===== src/dcr_map.svh =====
`ifndef DCR_MAP_SVH
`define DCR_MAP_SVH
// host datagram address fields
`define DCR_SPACE_RAM      1'b1
`define DCR_RANGE_CFG      1'b0
`define DCR_RANGE_WAVE     1'b1
// register space offsets
`define DCR_REG_CTRL       6'h00
`define DCR_REG_STAT       6'h01
`define DCR_CTRL_START_BIT 2
`define DCR_LAST_RST       2'h0
`define DCR_DRV_RST        2'h0
// code word layout
`define DCR_FLAG_BIT       5
`define DCR_SUB_POL        3'h6
`define DCR_SUB_FD         3'h7
`define DCR_CODE_CONST0    5'h10
`define DCR_CODE_CONST1    5'h11
`define DCR_CODE_DIR       5'h12
`define DCR_CODE_STEP      5'h13
`define DCR_CODE_RSVD      5'h14
// wave expansion
`define DCR_QUARTER        8'h40
`define DCR_SNAP_LAST      3'h5
`endif


===== src/dcr_pkg.sv =====
package dcr_pkg;
  typedef enum logic [1:0] {
    ST_IDLE,
    ST_SNAP,
    ST_LOAD,
    ST_SHIFT
  } dcr_state_type;
  typedef logic [5:0] dcr_word_type;
  typedef logic [4:0] dcr_code_type;
  typedef logic [7:0] dcr_pos_type;
endpackage


===== src/dcr_ram_if.sv =====
`timescale 1ns/1ps
interface dcr_ram_if;
  import dcr_pkg::*;
  logic         wr_en;
  logic [5:0]   wr_addr;
  logic [11:0]  wr_data;
  logic [5:0]   host_addr;
  logic [11:0]  host_data;
  logic [6:0]   seq_addr;
  dcr_word_type seq_word;
  logic [6:0]   wave_addr;
  dcr_word_type wave_word;
  modport store (input wr_en, wr_addr, wr_data, host_addr, seq_addr, wave_addr,
                 output host_data, seq_word, wave_word);
  modport ctrl (output wr_en, wr_addr, wr_data, host_addr, seq_addr,
                input host_data, seq_word);
  modport wave (output wave_addr, input wave_word);
endinterface


===== src/dcr_ram.sv =====
`timescale 1ns/1ps
module dcr_ram (
  // clock
  input wire logic  clock_in,
  // access ports
  dcr_ram_if.store  bus
);
  import dcr_pkg::*;

  // no reset: contents are random after power-up
  dcr_word_type mem [0:127];

  always_ff @(posedge clock_in) begin
    if (bus.wr_en) begin
      mem[{bus.wr_addr, 1'b0}] <= bus.wr_data[5:0];
      mem[{bus.wr_addr, 1'b1}] <= bus.wr_data[11:6];
    end
  end

  // three read ports: host, sequencer, wave lookup
  assign bus.host_data = {mem[{bus.host_addr, 1'b1}], mem[{bus.host_addr, 1'b0}]};
  assign bus.seq_word  = mem[bus.seq_addr];
  assign bus.wave_word = mem[bus.wave_addr];
endmodule


===== src/dcr_wave.sv =====
`timescale 1ns/1ps
`include "dcr_map.svh"
module dcr_wave (
  // microstep position, 256 steps per period
  input wire dcr_pkg::dcr_pos_type  pos_in,
  // expanded sample
  output logic [5:0]                amp_out,
  output logic                      neg_out,
  // table lookup
  dcr_ram_if.wave                   tbl
);
  import dcr_pkg::*;

  wire [5:0] idx;

  // odd quadrants run the quarter table backwards
  assign idx           = pos_in[6] ? ~pos_in[5:0] : pos_in[5:0];
  assign tbl.wave_addr = {`DCR_RANGE_WAVE, idx};
  assign amp_out       = tbl.wave_word;
  // second half period flips the polarity
  assign neg_out       = pos_in[7];
endmodule


===== src/dcr_top.sv =====
// The plain strobed port and the register addresses were decided locally.
`timescale 1ns/1ps
`include "dcr_map.svh"
// Summary of operation
// - 128 six-bit cells, 64 double-word addresses
// - datagram bit 31 picks registers or RAM
// - address bit 30 splits config and wave
// - config word holds flag and 5-bit code
// - code words fetched in order during send
// - flag advances driver; last index ends frame
// - quarter wave expands to full, plus 90 degrees
// - one wave table shared by all motors
// - signals kept separately per driver position
// - each coil: dac, polarity, fast decay
// - each signal has its own code
// - coil a codes 00..07
// - coil b codes 08..0F
// - 10 sends zero, 11 sends one
// - 12 sends direction of addressed motor
// - 13 sends step bit
// - codes 14..1F send one
// - snapshot signals before frame starts
// - first word is even cell, driver zero
module dcr_top (
  // clock and reset
  input  wire logic                      clock_in,
  input  wire logic                      resetn_in,
  // host datagram port
  input  wire logic [6:0]                host_addr_in,
  input  wire logic [23:0]               host_wdata_in,
  input  wire logic                      host_wr_in,
  input  wire logic                      host_rd_in,
  output logic [23:0]                    host_rdata_out,
  // microstep unit
  input  wire logic                      start_in,
  input  wire dcr_pkg::dcr_pos_type [2:0] mstep_pos_in,
  input  wire logic [2:0]                dir_in,
  input  wire logic [2:0]                step_in,
  input  wire logic [2:0]                coil_a_fast_decay_in,
  input  wire logic [2:0]                coil_b_fast_decay_in,
  // driver chain
  input  wire logic                      link_clk_in,
  output logic                           chain_sel_n_out,
  output logic                           chain_data_out,
  output logic [1:0]                     driver_pos_out,
  output logic                           busy_out
);
  import dcr_pkg::*;

  dcr_ram_if ram_bus ();

  //////////////////////////////////////////////////////////////////////
  // state

  dcr_state_type    state_r;
  dcr_state_type    state_nxt;
  logic [5:0]       word_idx_r;
  logic [1:0]       drv_r;
  logic [2:0]       snap_cnt_r;
  logic [1:0]       last_driver_index_r;
  logic             data_r;
  logic [5:0][5:0]  dac_r;
  logic [5:0]       pol_r;
  logic [2:0]       fda_r;
  logic [2:0]       fdb_r;
  logic [2:0]       dir_r;
  logic [2:0]       step_r;
  logic             lk_s1_r;
  logic             lk_s2_r;
  logic             lk_s3_r;
  logic [23:0]      rdata_r;

  //////////////////////////////////////////////////////////////////////
  // decode

  wire              space_ram;
  wire              ctrl_wr;
  wire              req;
  wire              link_rise;
  wire              next_driver_flag;
  dcr_code_type     code;
  wire              at_last;
  wire              done;
  wire [1:0]        snap_motor;
  dcr_pos_type      wave_pos;
  wire [5:0]        wave_amp;
  wire              wave_neg;
  wire              sel_bit;
  logic [23:0]      rd_mux;

  assign space_ram        = host_addr_in[6] == `DCR_SPACE_RAM;
  assign ctrl_wr          = host_wr_in & ~space_ram & (host_addr_in[5:0] == `DCR_REG_CTRL);
  assign req              = start_in | (ctrl_wr & host_wdata_in[`DCR_CTRL_START_BIT]);
  assign link_rise        = lk_s2_r & ~lk_s3_r;
  assign next_driver_flag = ram_bus.seq_word[`DCR_FLAG_BIT];
  assign code             = ram_bus.seq_word[4:0];
  assign at_last          = drv_r == last_driver_index_r;
  assign done             = (state_r == ST_SHIFT) & link_rise & next_driver_flag & at_last;
  assign snap_motor       = snap_cnt_r[2:1];
  // coil b runs a quarter period ahead of coil a
  assign wave_pos         = mstep_pos_in[snap_motor] + (snap_cnt_r[0] ? `DCR_QUARTER : 8'h00);

  //////////////////////////////////////////////////////////////////////
  // RAM and wave table

  assign ram_bus.wr_en     = host_wr_in & space_ram;
  assign ram_bus.wr_addr   = host_addr_in[5:0];
  assign ram_bus.wr_data   = host_wdata_in[11:0];
  assign ram_bus.host_addr = host_addr_in[5:0];
  assign ram_bus.seq_addr  = {`DCR_RANGE_CFG, word_idx_r};

  dcr_ram u_ram (
    .clock_in (clock_in),
    .bus      (ram_bus.store)
  );

  // one lookup serves every motor in turn
  dcr_wave u_wave (
    .pos_in  (wave_pos),
    .amp_out (wave_amp),
    .neg_out (wave_neg),
    .tbl     (ram_bus.wave)
  );

  //////////////////////////////////////////////////////////////////////
  // primary signal selection

  // snapshot passed in, so the assign re-evaluates when it changes
  function automatic logic pick_bit(
    input dcr_code_type    c,
    input logic [1:0]      d,
    input logic [5:0][5:0] dac,
    input logic [5:0]      pol,
    input logic [2:0]      fa,
    input logic [2:0]      fb,
    input logic [2:0]      dr,
    input logic [2:0]      st
  );
    logic [2:0] slot;
    slot = {d, c[3]};
    if (!c[4]) begin
      case (c[2:0])
        `DCR_SUB_POL: pick_bit = pol[slot];
        `DCR_SUB_FD:  pick_bit = c[3] ? fb[d] : fa[d];
        default:      pick_bit = dac[slot][c[2:0]];
      endcase
    end else begin
      case (c)
        `DCR_CODE_CONST0: pick_bit = 1'b0;
        `DCR_CODE_CONST1: pick_bit = 1'b1;
        `DCR_CODE_DIR:    pick_bit = dr[d];
        `DCR_CODE_STEP:   pick_bit = st[d];
        default:          pick_bit = 1'b1;
      endcase
    end
  endfunction

  assign sel_bit = pick_bit(code, drv_r, dac_r, pol_r, fda_r, fdb_r, dir_r, step_r);

  //////////////////////////////////////////////////////////////////////
  // sequencer

  always_comb begin
    state_nxt = state_r;
    case (state_r)
      ST_IDLE: begin
        if (req) state_nxt = ST_SNAP;
      end
      ST_SNAP: begin
        if (snap_cnt_r == `DCR_SNAP_LAST) state_nxt = ST_LOAD;
      end
      ST_LOAD: begin
        state_nxt = ST_SHIFT;
      end
      ST_SHIFT: begin
        if (link_rise) state_nxt = done ? ST_IDLE : ST_LOAD;
      end
      default: begin
        state_nxt = ST_IDLE;
      end
    endcase
  end

  always_ff @(posedge clock_in or negedge resetn_in) begin
    if (!resetn_in) begin
      state_r <= ST_IDLE;
    end else begin
      state_r <= state_nxt;
    end
  end

  // link clock is asynchronous: two stages, third only for the edge
  always_ff @(posedge clock_in or negedge resetn_in) begin
    if (!resetn_in) begin
      lk_s1_r <= 1'b0;
      lk_s2_r <= 1'b0;
      lk_s3_r <= 1'b0;
    end else begin
      lk_s1_r <= link_clk_in;
      lk_s2_r <= lk_s1_r;
      lk_s3_r <= lk_s2_r;
    end
  end

  // without a stored flag the index wraps and the frame never ends
  always_ff @(posedge clock_in or negedge resetn_in) begin
    if (!resetn_in) begin
      word_idx_r <= 6'h00;
      drv_r      <= `DCR_DRV_RST;
    end else if (state_r == ST_IDLE) begin
      word_idx_r <= 6'h00;
      drv_r      <= `DCR_DRV_RST;
    end else if (done) begin
      word_idx_r <= 6'h00;
      drv_r      <= `DCR_DRV_RST;
    end else if (state_r == ST_SHIFT && link_rise) begin
      word_idx_r <= word_idx_r + 6'h01;
      if (next_driver_flag) drv_r <= drv_r + 2'h1;
    end
  end

  always_ff @(posedge clock_in or negedge resetn_in) begin
    if (!resetn_in) begin
      data_r <= 1'b0;
    end else if (state_r == ST_LOAD) begin
      data_r <= sel_bit;
    end
  end

  //////////////////////////////////////////////////////////////////////
  // snapshot

  // levels are taken at the request; wave samples follow over six cycles,
  // trading a short skew for a single table port
  always_ff @(posedge clock_in or negedge resetn_in) begin
    if (!resetn_in) begin
      fda_r  <= 3'h0;
      fdb_r  <= 3'h0;
      dir_r  <= 3'h0;
      step_r <= 3'h0;
    end else if (state_r == ST_IDLE && req) begin
      fda_r  <= coil_a_fast_decay_in;
      fdb_r  <= coil_b_fast_decay_in;
      dir_r  <= dir_in;
      step_r <= step_in;
    end
  end

  always_ff @(posedge clock_in or negedge resetn_in) begin
    if (!resetn_in) begin
      snap_cnt_r <= 3'h0;
      dac_r      <= '0;
      pol_r      <= 6'h00;
    end else if (state_r == ST_SNAP) begin
      snap_cnt_r         <= snap_cnt_r + 3'h1;
      dac_r[snap_cnt_r]  <= wave_amp;
      pol_r[snap_cnt_r]  <= wave_neg;
    end else begin
      snap_cnt_r <= 3'h0;
    end
  end

  //////////////////////////////////////////////////////////////////////
  // host registers

  always_comb begin
    rd_mux = 24'h000000;
    if (space_ram) begin
      rd_mux = {12'h000, ram_bus.host_data};
    end else if (host_addr_in[5:0] == `DCR_REG_CTRL) begin
      rd_mux = {22'h0, last_driver_index_r};
    end else if (host_addr_in[5:0] == `DCR_REG_STAT) begin
      rd_mux = {21'h0, busy_out, drv_r};
    end
  end

  always_ff @(posedge clock_in or negedge resetn_in) begin
    if (!resetn_in) begin
      last_driver_index_r <= `DCR_LAST_RST;
    end else if (ctrl_wr) begin
      last_driver_index_r <= host_wdata_in[1:0];
    end
  end

  // read data stand only in the cycle after each cycle of the read strobe, else zero
  always_ff @(posedge clock_in or negedge resetn_in) begin
    if (!resetn_in) begin
      rdata_r <= 24'h000000;
    end else begin
      rdata_r <= host_rd_in ? rd_mux : 24'h000000;
    end
  end

  assign host_rdata_out  = rdata_r;
  assign busy_out        = state_r != ST_IDLE;
  assign chain_sel_n_out = ~((state_r == ST_LOAD) | (state_r == ST_SHIFT));
  assign chain_data_out  = data_r;
  assign driver_pos_out  = drv_r;
endmodule


===== config.mk =====
export PLATFORM = sky130hd
export DESIGN_NAME = dcr_top
export DESIGN_NICKNAME = d
export VERILOG_FILES = /design/src/dcr_pkg.sv /design/src/dcr_ram_if.sv /design/src/dcr_ram.sv /design/src/dcr_wave.sv /design/src/dcr_top.sv
export VERILOG_INCLUDE_DIRS = /design/src
export SDC_FILE = /design/constraint.sdc
export NUM_CORES = 1
export LEC_CHECK = 0
export BUFFER_PORTS_ARGS = -buffer_cell sky130_fd_sc_hd__buf_2
export CAP_MARGIN = 15
export CORE_UTILIZATION = 30
export DETAILED_ROUTE_END_ITERATION = 6
export GPL_TIMING_DRIVEN = 0
export PLACE_DENSITY = 0.47
export SYNTH_ARGS = -nofsm -noshare
export SYNTH_HDL_FRONTEND = slang
export SYNTH_SLANG_ARGS = --single-unit

===== constraint.sdc =====
create_clock -name clock_in -period 4.5 [get_ports clock_in]
set_input_delay 0.45 -clock clock_in [delete_from_list [all_inputs] [get_ports clock_in]]
set_output_delay 0.45 -clock clock_in [all_outputs]
set_load 0.01 [all_outputs]

Word-level counts from Yosys, hierarchy flattened
Memories as Yosys holds them, arrays and structs flattened.
Index checks and enable logic that the tools add are counted.

word-level totals
  input port bits = 73
  logic and storage cells = 117
  RAM bits = 768
  memories = 1
  flip-flop bits (word level) = 97
  output and inout port bits = 29

memories
  memory     depth  bits a word  rd ports  clocked after Yosys merged registers in  wr ports  line           text
  u_ram.mem  128    6            4         0                                        2         dcr_ram.sv:11  dcr_word_type mem [0:127];

operators by class
  bitwise gates (word level) = 14
  order comparisons = 6
  equality and inequality tests = 14
  mux-type cells = 47
  add/subtract/negate cells = 4
  reduce and logical (&&, ||, !) cells = 10

operators by type and width
  cell                                                                           count
  36-bit bitwise mux                                                             1
  6-bit two-way mux                                                              6
  24-bit two-way mux                                                             1
  6-bit binary-select mux with 3-bit select                                      1
  6-bit demux with 3-bit select                                                  1
  8-bit binary-select mux with 2-bit select                                      1
  2-bit two-way mux                                                              8
  5-bit == test (second input constant)                                          3
  3-bit by 4-bit less-than comparator with 1-bit output (second input constant)  3
  12-bit two-way mux                                                             1
  1-bit two-way mux                                                              11
  3-bit == test (second input constant)                                          3
  3-bit two-way mux                                                              3
  8-bit by 7-bit adder with 8-bit output                                         1
  1-bit AND                                                                      8
  1-bit binary-select mux with 2-bit select                                      4
  8-bit two-way mux                                                              1
  2-bit one-hot mux with 4 select lines                                          1
  7-bit two-way mux                                                              1
  6-bit by 1-bit adder with 6-bit output (second input constant)                 1
  1-bit binary-select mux with 3-bit select                                      2
  6-bit bitwise mux                                                              1
  6-bit by 1-bit == test with 1-bit output (second input constant)               1
  6-bit zero test                                                                1
  20 further kinds                                                               30

Longest topological paths before layout
  word-level depth = 8
  mapped depth = 15
  mapped depth without buffers = 11

Modules after synthesis
Synthesis repeated with hierarchy kept, for this count alone.

unflattened totals
  cell total of the unflattened synthesis = 2,184
  area total of the unflattened synthesis = 45,743.9 µm²

by module, submodules not included
  module    instances  area an instance (µm²)  sequential area each (µm²)  cells each
  dcr_ram   1          41,476.0                23,062.1                    1,841
  dcr_top   1          4,140.2                 2,127.0                     327
  dcr_wave  1          127.6                   0.0                         16

Worst setup path before layout
OpenSTA, ideal clock, no wires.

  path type = flip-flop to flip-flop
  start = register snap_cnt_r[1]
  end = register dac_r[30] in the netlist's numbering
  path slack = 608 ps
  buffers on the path = 4
  required time = 4,375 ps
  data arrival time = 3,768 ps
  library setup time = 125 ps
  clock period less this slack = 3,892 ps
  stages on the path, launching flop included = 14
  path through = dfrtp_1 -> buf_2 -> mux2i_1 -> o21ai_0 -> ha_1 -> clkbuf_1 -> xnor2_1 -> buf_2 -> buf_2 -> mux4_2 -> mux2_2 -> o211ai_1 -> nand3_1 -> mux2_2

on the way
  word-level cells in the longest chain between the ends = 7
  elaborated cells between the ends (all ways) = 12
  those cells by class = add/sub (1); order compare (2); mux (6); bitwise (1); reduce/logical (1); memory (1)

RTL lines
  element                                    line            text
  start: declaration                         dcr_top.sv:59   logic [2:0] snap_cnt_r;
  start signal: assignment                   dcr_top.sv:255  snap_cnt_r <= snap_cnt_r + 3'h1;
  8-bit binary-select mux with 2-bit select  dcr_top.sv:101  assign wave_pos = mstep_pos_in[snap_motor] + (snap_cnt_r[0] ? `DCR_QUARTER : 8'h00);
  8-bit two-way mux (implied by the code)    dcr_top.sv:101
  8-bit by 7-bit adder with 8-bit output     dcr_top.sv:101
  6-bit inverter                             dcr_wave.sv:17  assign idx = pos_in[6] ? ~pos_in[5:0] : pos_in[5:0];
  6-bit two-way mux                          dcr_wave.sv:17
  memory 128 x 6 bit                         n/a
  36-bit bitwise mux *                       dcr_top.sv:256  dac_r[snap_cnt_r] <= wave_amp;
  end signal: indexed assignment             dcr_top.sv:256
  end: declaration                           dcr_top.sv:62   logic [5:0][5:0] dac_r;

Every way passes the cells marked *; elsewhere a longest branch is shown, timed or not. The select of a mux whose other input is x is not followed.
A chain may end at the register's enable or synchronous reset.

==> metrics <==
IR drop worst, VDD 0.4372 mV; Buf/Inv on CP 5; Syn Area/Cell 19.99 µm²; setup violators final 0; pin slew with the least headroom to its limit about 1.1 ns; EDFF count, synth 768; final net count 2336; io pins 102; Synth top area share between 50% and 60%; leakage power 15.09 nW; top post-synthesis cells by area edfxtp_1 58%, mux4_2 26%, dfrtp_1 5.3%; antenna violations before repair 15; Yosys top cell by area edfxtp_1; maxcap violations 0; routability cong. 0.8880; synthesized cell area 39880 µm²; drt total wl 143.1 mm; Tmin final roughly 4.4 ns; layout cells sized above 1 41.84%; critical path's slowest cell nor2_1; Async SR Flop Fraction 9.965%; CTS root buffer clkbuf_16; cell mode on critical path buf_2; DRC Markers 0; setup ws final 0.06763 ns; Fillers about 12000; Clock Tree Buf Depth 3; Final Util 35.97%; TritonCTS clock tree built; clock latency at the later pin of the worst-skew pair 0.69 ns; Hold Slack approximately 0.19 ns; router iterations before antenna repair 7; Initial DRC Count 3019; row count around 130; startpoint types input port; DP Wirelength approximately 100 mm; WP data required between 4 and 5 ns; vias in the first global route 23744; Largest delay share family, worst path buffers and inverters; Yosys cell types 68; largest net degree at the start of global routing 66; slew margin rel. 23.56%; result of the run finished, final reports clean; Area growth syn-to-layout 18.73%; Final Cycle Share 98.50%; core footprint ~130000 µm²; vias per cell 5.728; CP Cell Sequence buf_2, buf_2, clkdlybuf4s15_2, clkbuf_1, nor2b_1, nand2_1, nor2_1, buf_4; crit path kind in2reg; Final ANT Viol Nets 0; yosys warns 0; Hold Fails Final Rpt 0; clock sinks 853; vias approximately 23000; Tot Pwr slightly below 30 mW; post-synthesis sequential area ratio 63.16%; RSZ-0062 raised after global routing yes; routed length per placed instance approximately 35 µm; first-pass GRT wire length 198.2 mm; TNS Setup 0 ns; pre-CTS WS -1.744 ns; Worst Setup End Kind flop; worst-path fanout max 10; Die Y-Extent 366.6 µm; GR Overflow Total 0; Port Buf Inserts 73; Clock Skew 0.03223 ns; Post-Place Cells 3899; max incr delay on CP roughly 0.67 ns; Slew Viols, Final 0; Synth Instances 1995; H-tree depth 3; Die W about 370 µm; Initial Utilization 30.30%; Cell Pwr Density 614.4 nW/µm²; clock-pin slew on the worst setup and hold paths 0.06 ns; #FFs+latches synth 853; Worst Hold Class in2reg; Die ar. between 100000 and 150000 µm²; final instance area approximately 47000 µm²; Finished Layout Cells about 4100; Placed Area 43410 µm²; Arr. time, crit path about 4.8 ns; Top FF cell, synth edfxtp_1; fmax about 230 MHz; GRT Util Overall 21.16%; CTS Buf Count between 90 and 100
[final timing paths]
kind / from / to / slack [ns] / cells past startpoint
min in group asynchronous: resetn_in / dac_r[0] / 0.33 / 2
min: host_rd_in / host_rdata_out[2] / 0.19 / 2
max: host_addr_in[0] / u_ram.mem[2][3] / 0.07 / 8
max reg2reg: word_idx_r[2] / chain_data_out / 0.08 / 12
min reg2reg: lk_s1_r / lk_s2_r / 0.35 / 0
max in group asynchronous: resetn_in / host_rdata_out[6] / 3.48 / 3
[where the power goes]
group          internal (mW)  leakage (nW)  switching [mW]
Sequential              8.97          7.94           0.205
Combinational           5.01          5.60            6.91
Clock                   4.65          1.54            3.34
Total                   18.6          15.1            10.5
[per-layer routing]
layer / vias up / part of all wire [%] / global-route usage [%]
li1: 9107 / - / -
met1: 12947 / 42 / 30.09
met2: 1226 / 46 / 32.88
met3: 179 / 8.6 / 4.540
met4: 2 / 2.6 / 5.375
met5: - / 0.0070 / 0
[synth_stat cells (all sizes together) (8+ instances only)]
| library cell | instances |
|---|---|
| mux2i | 65 |
| o22ai | 15 |
| inv | 8 |
| nor2b | 24 |
| dfrtp | 85 |
| a21oi | 16 |
| mux4 | 453 |
| xnor2 | 10 |
| a211oi | 26 |
| edfxtp | 768 |
| nand3 | 21 |
| nor2 | 96 |
| buf | 73 |
| nand2 | 53 |
| o21ai | 20 |
| mux2 | 72 |
| clkbuf | 81 |
| o211ai | 10 |
| o221ai | 8 |
[flip-flops by register name, summed over array words and instances, names as in the netlist, 3 cells and up]
name / flops
fda_r: 3
snap_cnt_r: 3
fdb_r: 3
step_r: 3
dir_r: 3
word_idx_r: 6
dac_r: 36
pol_r: 6
host_rdata_out: 12
u_ram.mem: 768
[cell type report]
type / count / area [µm²] / share of cell area (%)
Clock inverter: 56 / 606.8 / 1.282
Multi-Input combinational cell: 991 / 14380 / 30.38
Buffer: 150 / 920.9 / 1.945
Sequential cell: 853 / 25190 / 53.20
Tap cell: 1755 / 2196 / 4.638
Inverter: 8 / 30.03 / 0.06342
Clock buffer: 122 / 2550 / 5.385
Timing Repair Buffer: 160 / 1470 / 3.105
Antenna cell: 1 / 2.502 / 0.005285
[repair_timing]
action / 4_1_cts / 5_1_grt
endpoints found under the setup margin: 698 / 87
pin swaps: 0 / 3
hold endpoints to repair: 55 / 0
hold buffers: 14 / 0
setup buffers: 3 / 2
gates resized for setup: 130 / 48
[cell usage in the layout, fill, tap and decap left out, drive strengths merged, types with 10 or more instances in the layout]
cell type,count
edfxtp,768
mux4,453
buf,216
clkbuf,196
nor2,96
dfrtp,85
mux2,72
mux2i,65
nand2,53
clkinv,34
a211oi,26
nor2b,24
nand3,21
o21ai,20
a21oi,16
o22ai,15
inv,15
dlygate4sd3,14
conb,12
bufinv,11
o211ai,10
xnor2,10
[cell families (layout without fill, tap and decap cells)]
logic type	count (synthesis)	in the layout	share of synthesized area (%)
muxes	590	590	29.25
xor gates and xnor gates	15	15	0.3294
adders and majority gates	4	4	0.1255
buffers and inverters	162	496	1.898
DFF	853	853	63.16
other	1	13	0.009403
AOI/OAI and AO/OA	135	135	2.472
and+or+nand+nor	235	235	2.758
No activity file was read; power rests on OpenSTA's default activity.
